<file path="src/adc_regs.svh">
`ifndef ADC_REGS_SVH
`define ADC_REGS_SVH
`define ADC_OFF_CH4_GAIN    4'h4
`define ADC_OFF_FUNCTION    4'h5
`define ADC_OFF_SYSTEM      4'h6
`define ADC_OFF_SERIAL      4'h7
`define ADC_RST_CH4_GAIN    8'hff
`define ADC_RST_FUNCTION    8'h00
`define ADC_RST_SYSTEM      8'h00
`define ADC_RST_SERIAL      8'h00
`define ADC_MASK_FUNCTION   8'hff
`define ADC_MASK_SYSTEM     8'h0f
`define ADC_MASK_SERIAL     8'h37
`define ADC_BIT_SOFT_RESET  7
`define ADC_MUTE_LIMIT      8'h10
`define ADC_GAIN_FULL       8'hff
`define ADC_RESET_PULSE     4'h4
`endif

</file>
<file path="src/adc_pkg.sv">
package adc_pkg;
   typedef enum logic [1:0] {
      ADC_RATE_SINGLE = 2'b00,
      ADC_RATE_DUAL   = 2'b01,
      ADC_RATE_QUAD   = 2'b10,
      ADC_RATE_UNUSED = 2'b11
   } adc_rate_type;
   typedef enum logic [1:0] {
      ADC_DEEMPH_OFF = 2'b00,
      ADC_DEEMPH_48K = 2'b01,
      ADC_DEEMPH_44K = 2'b10,
      ADC_DEEMPH_32K = 2'b11
   } adc_deemph_type;
   typedef enum logic [2:0] {
      ADC_FMT_LJ24  = 3'b000,
      ADC_FMT_I2S24 = 3'b001,
      ADC_FMT_TDM0  = 3'b010,
      ADC_FMT_TDM1  = 3'b011,
      ADC_FMT_RJ24  = 3'b100,
      ADC_FMT_RJ20  = 3'b101,
      ADC_FMT_RJ18  = 3'b110,
      ADC_FMT_RJ16  = 3'b111
   } adc_fmt_type;
   typedef struct packed {
      logic       write;
      logic [3:0] addr;
      logic [7:0] wdata;
   } adc_req_type;
   typedef struct packed {
      logic [1:0] pair_powerdown;
      logic [3:0] channel_mute;
      logic       invert_phase;
      logic       zero_data_mute;
      logic       deemph_active;
      logic [1:0] deemph_curve;
      adc_rate_type rate;
   } adc_dac_ctl_type;
   typedef struct packed {
      logic       tdm;
      logic       tdm_delay;
      logic [4:0] word_bits;
      logic       left_justified;
      logic       i2s;
      logic       frame_clock_polarity;
      logic       bit_clock_edge;
   } adc_port_ctl_type;
endpackage : adc_pkg

</file>
<file path="src/adc_ctrl_regs.sv">
`timescale 1ns/1ps
`include "adc_regs.svh"
module adc_ctrl_regs
   import adc_pkg::*;
#(
   parameter int RESET_CYCLES = 4
)
(
   input  wire logic              clk_sys,
   input  wire logic              rst_n,
   input  wire logic              clk_en,
   input  wire logic              req_valid,
   input  wire adc_req_type       req,
   output logic [7:0]             rdata,
   output logic                   rdata_valid,
   output logic [7:0]             channel4_gain_code,
   output logic                   channel4_muted,
   output logic [7:0]             channel4_atten_half_db,
   output adc_dac_ctl_type        dac_ctl,
   output adc_port_ctl_type       port_ctl,
   output logic [3:0]             channel_data_enable,
   output logic [3:0]             channel_output_enable,
   output logic                   logic_reset_active
);
   // Refuses a reset length that the four-bit counter cannot hold.
   if (RESET_CYCLES < 1 || RESET_CYCLES > 15) begin : g_bad_cycles
      $error("RESET_CYCLES must lie in 1..15.");
   end

   typedef enum logic [1:0] {
      ADC_ST_RUN   = 2'b00,
      ADC_ST_RESET = 2'b01
   } adc_state_type;

   adc_state_type state_r, state_nxt;
   logic [3:0]    rst_cnt_r, rst_cnt_nxt;
   logic [7:0]    gain_r, gain_nxt;
   logic [7:0]    func_r, func_nxt;
   logic [7:0]    sys_r, sys_nxt;
   logic [7:0]    ser_r, ser_nxt;
   logic [7:0]    rdata_r, rdata_nxt;
   logic          rvalid_r, rvalid_nxt;
   logic          wr_soft_reset;
   adc_rate_type  rate;

   function automatic logic hit(input logic [3:0] a, input logic [3:0] off);
      hit = (a == off);
   endfunction : hit

   always_comb begin
      state_nxt     = state_r;
      rst_cnt_nxt   = rst_cnt_r;
      gain_nxt      = gain_r;
      func_nxt      = func_r;
      sys_nxt       = sys_r;
      ser_nxt       = ser_r;
      rdata_nxt     = rdata_r;
      rvalid_nxt    = 1'b0;
      wr_soft_reset = req_valid && req.write
                      && hit(req.addr, `ADC_OFF_SYSTEM)
                      && req.wdata[`ADC_BIT_SOFT_RESET];
      case (state_r)
         ADC_ST_RUN: begin
            if (req_valid && req.write) begin
               if (hit(req.addr, `ADC_OFF_CH4_GAIN)) begin
                  gain_nxt = req.wdata;
               end
               if (hit(req.addr, `ADC_OFF_FUNCTION)) begin
                  func_nxt = req.wdata & `ADC_MASK_FUNCTION;
               end
               if (hit(req.addr, `ADC_OFF_SYSTEM)) begin
                  sys_nxt = req.wdata & `ADC_MASK_SYSTEM;
               end
               if (hit(req.addr, `ADC_OFF_SERIAL)) begin
                  ser_nxt = req.wdata & `ADC_MASK_SERIAL;
               end
            end else if (req_valid) begin
               rvalid_nxt = 1'b1;
               if (hit(req.addr, `ADC_OFF_CH4_GAIN)) begin
                  rdata_nxt = gain_r;
               end else if (hit(req.addr, `ADC_OFF_FUNCTION)) begin
                  rdata_nxt = func_r;
               end else if (hit(req.addr, `ADC_OFF_SYSTEM)) begin
                  rdata_nxt = sys_r;
               end else if (hit(req.addr, `ADC_OFF_SERIAL)) begin
                  rdata_nxt = ser_r;
               end else begin
                  rdata_nxt = 8'h00;
               end
            end
            if (wr_soft_reset) begin
               state_nxt   = ADC_ST_RESET;
               rst_cnt_nxt = 4'(RESET_CYCLES);
               // Registers take reset values from the first reset cycle.
               gain_nxt    = `ADC_RST_CH4_GAIN;
               func_nxt    = `ADC_RST_FUNCTION;
               sys_nxt     = `ADC_RST_SYSTEM;
               ser_nxt     = `ADC_RST_SERIAL;
            end
         end
         ADC_ST_RESET: begin
            gain_nxt  = `ADC_RST_CH4_GAIN;
            func_nxt  = `ADC_RST_FUNCTION;
            sys_nxt   = `ADC_RST_SYSTEM;
            ser_nxt   = `ADC_RST_SERIAL;
            rdata_nxt = 8'h00;
            if (rst_cnt_r <= 4'h1) begin
               state_nxt   = ADC_ST_RUN;
               rst_cnt_nxt = 4'h0;
            end else begin
               rst_cnt_nxt = rst_cnt_r - 4'h1;
            end
         end
         default: begin
            state_nxt   = ADC_ST_RUN;
            rst_cnt_nxt = 4'h0;
         end
      endcase
   end

   always_ff @(posedge clk_sys or negedge rst_n) begin
      if (!rst_n) begin
         state_r   <= ADC_ST_RUN;
         rst_cnt_r <= 4'h0;
         gain_r    <= `ADC_RST_CH4_GAIN;
         func_r    <= `ADC_RST_FUNCTION;
         sys_r     <= `ADC_RST_SYSTEM;
         ser_r     <= `ADC_RST_SERIAL;
         rdata_r   <= 8'h00;
         rvalid_r  <= 1'b0;
      end else if (clk_en) begin
         state_r   <= state_nxt;
         rst_cnt_r <= rst_cnt_nxt;
         gain_r    <= gain_nxt;
         func_r    <= func_nxt;
         sys_r     <= sys_nxt;
         ser_r     <= ser_nxt;
         rdata_r   <= rdata_nxt;
         rvalid_r  <= rvalid_nxt;
      end
   end

   adc_gain_decode u_gain (
      .code          (gain_r),
      .muted         (channel4_muted),
      .atten_half_db (channel4_atten_half_db)
   );

   adc_port_decode u_port (
      .serial_reg (ser_r),
      .port_ctl   (port_ctl)
   );

   always_comb begin
      rate                   = adc_rate_type'(sys_r[1:0]);
      dac_ctl.rate           = rate;
      dac_ctl.deemph_curve   = func_r[1:0];
      dac_ctl.deemph_active  = (rate == ADC_RATE_SINGLE)
                               && (func_r[1:0] != ADC_DEEMPH_OFF);
      dac_ctl.invert_phase   = func_r[2];
      dac_ctl.zero_data_mute = func_r[3];
      dac_ctl.channel_mute   = func_r[7:4];
      dac_ctl.pair_powerdown = sys_r[3:2];
      logic_reset_active     = (state_r == ADC_ST_RESET);
   end

   // Each channel follows the power-down bit of its pair.
   for (genvar ch = 0; ch < 4; ch++) begin : g_chan_en
      assign channel_data_enable[ch]   = ~sys_r[2 + ch / 2];
      assign channel_output_enable[ch] = ~sys_r[2 + ch / 2];
   end

   assign channel4_gain_code = gain_r;
   assign rdata              = rdata_r;
   assign rdata_valid        = rvalid_r;
endmodule : adc_ctrl_regs

</file>
<file path="src/adc_gain_decode.sv">
`timescale 1ns/1ps
`include "adc_regs.svh"
module adc_gain_decode
   import adc_pkg::*;
(
   input  wire logic [7:0] code,
   output logic            muted,
   output logic [7:0]      atten_half_db
);
   always_comb begin
      muted         = (code < `ADC_MUTE_LIMIT);
      atten_half_db = muted ? 8'h00 : (`ADC_GAIN_FULL - code);
   end
endmodule : adc_gain_decode

</file>
<file path="src/adc_port_decode.sv">
`timescale 1ns/1ps
`include "adc_regs.svh"
module adc_port_decode
   import adc_pkg::*;
(
   input  wire logic [7:0]       serial_reg,
   output adc_port_ctl_type      port_ctl
);
   adc_fmt_type fmt;
   always_comb begin
      fmt = adc_fmt_type'(serial_reg[2:0]);
      port_ctl = '0;
      port_ctl.frame_clock_polarity = serial_reg[4];
      port_ctl.bit_clock_edge       = serial_reg[5];
      case (fmt)
         ADC_FMT_LJ24: begin
            port_ctl.left_justified = 1'b1;
            port_ctl.word_bits      = 5'd24;
         end
         ADC_FMT_I2S24: begin
            port_ctl.i2s       = 1'b1;
            port_ctl.word_bits = 5'd24;
         end
         ADC_FMT_TDM0: begin
            port_ctl.tdm       = 1'b1;
            port_ctl.word_bits = 5'd24;
         end
         ADC_FMT_TDM1: begin
            port_ctl.tdm       = 1'b1;
            port_ctl.tdm_delay = 1'b1;
            port_ctl.word_bits = 5'd24;
         end
         ADC_FMT_RJ24: port_ctl.word_bits = 5'd24;
         ADC_FMT_RJ20: port_ctl.word_bits = 5'd20;
         ADC_FMT_RJ18: port_ctl.word_bits = 5'd18;
         ADC_FMT_RJ16: port_ctl.word_bits = 5'd16;
         default:      port_ctl.word_bits = 5'd24;
      endcase
   end
endmodule : adc_port_decode

</file>
<file path="config.mk">
export PLATFORM = sky130hd
export DESIGN_NAME = adc_ctrl_regs
export DESIGN_NICKNAME = d
export VERILOG_FILES = /design/src/adc_pkg.sv /design/src/adc_ctrl_regs.sv /design/src/adc_gain_decode.sv /design/src/adc_port_decode.sv
export VERILOG_INCLUDE_DIRS = /design/src
export SDC_FILE = /design/constraint.sdc
export NUM_CORES = 1
export LEC_CHECK = 0
export BUFFER_PORTS_ARGS = -buffer_cell sky130_fd_sc_hd__buf_2
export CORE_ASPECT_RATIO = 1.75
export CORE_UTILIZATION = 53
export CTS_CLUSTER_DIAMETER = 60
export DETAILED_ROUTE_END_ITERATION = 10
export PLACE_DENSITY = 0.84
export SLEW_MARGIN = 15
export SYNTH_ARGS = -nofsm -noshare
export SYNTH_HDL_FRONTEND = slang
export SYNTH_HIERARCHICAL = 1
export SYNTH_SLANG_ARGS = --single-unit
</file>
<file path="constraint.sdc">
create_clock -name clk_sys -period 3.2 [get_ports clk_sys]
set_input_delay 0.32 -clock clk_sys [delete_from_list [all_inputs] [get_ports clk_sys]]
set_output_delay 0.32 -clock clk_sys [all_outputs]
set_load 0.02 [all_outputs]
</file>
# == Word-level counts from Yosys, hierarchy flattened ==
# Cells that the tools add are included.
# classes
n_mux,38
n_bitwise,2
eq_ne,21
reduce_logical,18
magnitude_cmp,2
n_addsub,2
# ops
op,count
8-bit 2-to-1 mux,19
8-bit case mux with 2 select lines,5
5-bit case mux with 4 select lines,1
4-bit AND reduction,5
"4-bit by 3-bit == test with 1-bit output, second input constant",4
"3-bit != test, second input constant",5
"3-bit == test, second input constant",4
"8-bit by 5-bit less-than comparator with 1-bit output, second input constant",1
4-bit 2-to-1 mux,2
4-bit case mux with 2 select lines,1
"8-bit subtractor, first input constant",1
1-bit 2-to-1 mux,7
"3-bit by 2-bit == test with 1-bit output, second input constant",2
"2-bit != test, second input constant",3
5-bit OR reduction,1
"4-bit by 1-bit less-or-equal comparator with 1-bit output, second input constant",1
1-bit logical AND,4
2-bit logical NOT,2
2-bit 2-to-1 mux,2
2-bit case mux with 2 select lines,1
2-bit nonzero test,2
"4-bit by 1-bit subtractor with 4-bit output, second input constant",1
"3-bit by 1-bit == test with 1-bit output, second input constant",1
3-bit logical NOT,1
other kinds (6),7
# totals
wordCells,91
register_bits,47
input_bits,17
out_inout_bits,59

# == Longest topological paths before layout ==
# logic_depth
ltp_word,8
mapped_depth,6
ltp_nobuf,6

# == Cells and area by module ==
# The synthesis kept the hierarchy.
# by_module_without_submodules
mod,area_each_um2,n_inst,seq_area_each_um2,cells_each
adc_ctrl_regs,2087.0,1,985.9,199
adc_port_decode,88.8,1,0.0,13
adc_gain_decode,71.3,1,0.0,13

# == Worst setup path after synthesis ==
# No wires, ideal clock.
# synth_path
path_kind,register to register
start,register state_r[0]
end,register gain_r[3] (netlist: channel4_gain_code[3])
arrival_time_ns,1.397
path_slack_ns,1.721
path_stages_with_launch,5
synth_period_minus_slack_ns,1.479
path_buffers,0
cell_sequence,dfrtp_1 -> a21o_1 -> nand2_2 -> a21oi_4 -> mux2_2
# synth_via
elab_chain_cells,3
elab_cells_between_ends,7
# synth_rtl
item,line,source
"start, declared",adc_ctrl_regs.sv:35,"adc_state_type state_r, state_nxt;"
"start signal, assigned",adc_ctrl_regs.sv:132,state_r <= state_nxt;
2-bit logical NOT / 2-bit by 1-bit == test with 1-bit output (equally long branches),adc_ctrl_regs.sv:62,case (state_r)
3-bit != test (no source line) / 2-bit nonzero test (equally long branches),--,
4-bit AND reduction (no source line),--,
"end signal, assigned",adc_ctrl_regs.sv:125,gain_r <= `ADC_RST_CH4_GAIN;
"end signal, assigned",adc_ctrl_regs.sv:134,gain_r <= gain_nxt;
"end, declared",adc_ctrl_regs.sv:37,"logic [7:0] gain_r, gain_nxt;"
# Several ways; a longest one is shown, not always the timed one.
# A chain may end at the register's enable or synchronous reset.

# == Worst setup path in the final report ==
# layout_path
start,register state_r[0]
end,register ser_r[0]
# layout_via
elab_chain_cells,3
elab_cells_between_ends,7
# layout_rtl
item,line,source
2-bit logical NOT / 2-bit by 1-bit == test with 1-bit output (equally long branches),adc_ctrl_regs.sv:62,
3-bit != test (no source line) / 2-bit nonzero test (equally long branches),--,
4-bit AND reduction (no source line),--,
"end signal, assigned",adc_ctrl_regs.sv:128,ser_r <= `ADC_RST_SERIAL;
"end signal, assigned",adc_ctrl_regs.sv:137,ser_r <= ser_nxt;
"end, declared",adc_ctrl_regs.sv:40,"logic [7:0] ser_r, ser_nxt;"
# Several ways; a longest one is shown, not always the timed one.

==> impl_metrics.py <==
metrics = {
    "finish": {
        "area_delta_synth_final_pct": 18.35,
        "antenna_cells": 0,
        "fillCellCount": 372,
        "finish.utilization_pct": 64.58,
        "layout.nets": 307,
        "layout-drive-gt1-share_pct": 36.68,
    },
    "job": {
        "cap_violations": 0,
    },
    "routing": {
        "via_count": 1924,
        "routed_wl_um": 5305,
        "ant_nets": 0,
        "drc_errors": 0,
        "dr.first_iter.drc_count": 64,
        "drtPass1Iterations": 5,
        "wl_per_cell_um": 15.70,
        "via_per_inst": 5.692,
    },
    "setup_path": {
        "path_class": "reg2reg",
        "cp_slowest_cell": "dfrtp_1",
        "crit_path_cell_trace": "a21o_1 -> nand2_2 -> nor2_1 -> mux2_2",
        "end_kind": "flop",
        "cp-startpoint": "state_r[0]",
        "critPathRequiredTime_ns": 3.39,
        "reg2reg_from": "state_r[0]",
        "max_stage_delay_ns": 0.66,
        "crit_arrival_ns": 1.99,
        "crit_fanout": 14,
        "cp-start-kind": "flop",
    },
    "global_routing": {
        "grt_pass1_wl_um": 8618,
        "grt_pass1_vias": 1808,
        "antenna_found_initial": 0,
        "grt_max_degree": 40,
        "grt_overflow_total": 0,
        "gr-usage-all-layers_pct": 25.60,
    },
    "placement": {
        "io_buffer_count": 73,
        "place_hpwl_um": 3990,
        "place.gp.congestion": 0.8229,
    },
    "floorplan": {
        "rows": 31,
        "core_mm2": 0.004111,
        "io_pins": 76,
        "die_area_mm2": 0.004507,
        "die_w_um": 51.18,
        "initial_core_util_pct": 54.56,
        "die_h_um": 88.07,
    },
    "hold_path": {
        "min_path_type": "in2async",
    },
    "outcome": {
        "status": "finished clean",
    },
    "timing": {
        "setup_viol": 0,
        "drv_slew": 0,
        "rsz0062_at_grt": "no",
        "tightestPinTransition_ns": 0.8603,
        "hold_viol_final": 0,
        "finalSetupTns_ns": 0,
        "min_period_ns": 1.797,
        "fin_crit_sh_pct": 56.16,
        "finClkSkew_ns": 0.004311,
        "fin_hold_ws_ns": 0.1220,
        "fmax_mhz": 556.5,
        "relSlewSlack_pct": 42.65,
    },
    "clock_network": {
        "clk_pin_slew_worst_paths_ns": 0.08,
        "ctsResizeCount": 0,
        "postCtsSetupRepairBufs": 0,
        "htree_levels": 2,
        "cts_tree": "built",
        "numCtsBuffers": 5,
        "cts_buffer_depth": 2,
        "holdBufCountCts": 0,
        "clock-root-buffer": "clkbuf_8",
        "clkSinkCount": 39,
        "clk_latency_ns": 0.30,
    },
    "power": {
        "power.density_mw_per_mm2": 925.0,
        "vdd_ir_drop_max_v": 0.0006071,
        "leakagePower_nw": 1.333,
    },
    "logic_synthesis": {
        "yosysWarnings": 6,
        "postSynthAreaPerCell_um2": 10.02,
        "synth_fp_nets": 243,
        "syn-cell-area_mm2": 0.002243,
        "netlist_instances": 224,
    },
}
==> cells in the final DEF, fill, tap and decap left out, types with 2 or more instances in the layout <==
master / count
buf_2: 73
nor3_1: 7
dfstp_2: 8
mux2_1: 2
o31ai_1: 8
nor4_1: 4
nor2_1: 19
a22o_1: 7
conb_1: 2
dfrtp_1: 31
and2_1: 4
inv_1: 16
nor2b_1: 2
a21o_1: 6
nand3_1: 3
o21ai_0: 7
ha_1: 2
clkinv_4: 2
and3b_1: 2
a221oi_1: 3
a21oi_1: 7
clkbuf_8: 5
nand2_1: 20
mux2_2: 8
nand2b_1: 2
nor3b_1: 2
mux2i_1: 14
==> critical path, delay by kind of cell, from the launching register on <==
family           cells  cell delay [ns]
AO/OA/AOI/OAI        1             0.19
flip-flops           1             0.66
multiplexers         1             0.38
AND/OR/NAND/NOR      2             0.47
==> through the flow <==
step                      power, mW  instances  instance area, um^2  setup slack [ns]
after floorplan               1.761        224                 2243             1.721
after global placement        2.081        330                 2561             1.459
after detailed placement      2.112        330                 2561             1.427
after CTS                     2.461        338                 2655             1.418
after global routing          2.614        338                 2655             1.322
final                         2.456        338                 2655             1.403
==> report_power, final <==
part / leakage (nW) / internal, mW / switching, mW
Sequential: 0.482 / 0.699 / 0.255
Clock: 0.0443 / 0.156 / 0.188
Combinational: 0.806 / 0.432 / 0.726
==> flip-flops by register name, summed over array words and instances (netlist names) <==
register            cells
channel4_gain_code      8
func_r                  8
rdata                   8
rdata_valid             1
rst_cnt_r               4
ser_r                   5
state_r                 1
sys_r                   4
==> layout make-up <==
class	count	area, um^2	area share [%]
clock buffer	5	68.82	2.592
clock inverter	3	25.02	0.9425
inverter	16	60.06	2.262
multi-input combinational	153	1089	41.00
sequential	39	985.9	37.13
tap	49	61.31	2.309
timing repair buffer	73	365.4	13.76
==> worst paths after layout <==
path                        endpoint  slack, ns  cells past startpoint
hold reg to reg             rdata[5]       0.47                      2
max in group asynchronous  func_r[7]       2.53                      1
min in group clk_sys       func_r[6]       0.25                      2
setup reg to reg            ser_r[0]       1.40                      4
hold / removal             func_r[0]       0.12                      1
setup / recovery            ser_r[0]       1.40                      4
==> per-layer routing <==
layer  track usage [%]  vias to the layer above  part of all wire [%]
li1                  -                      913                     -
met1             29.97                      905                    40
met2             42.46                       92                    52
met3             5.208                       14                   5.5
met4             15.15                        0                   2.9
met5                 0                        -                     0
Power figures use the tool's default switching activity.
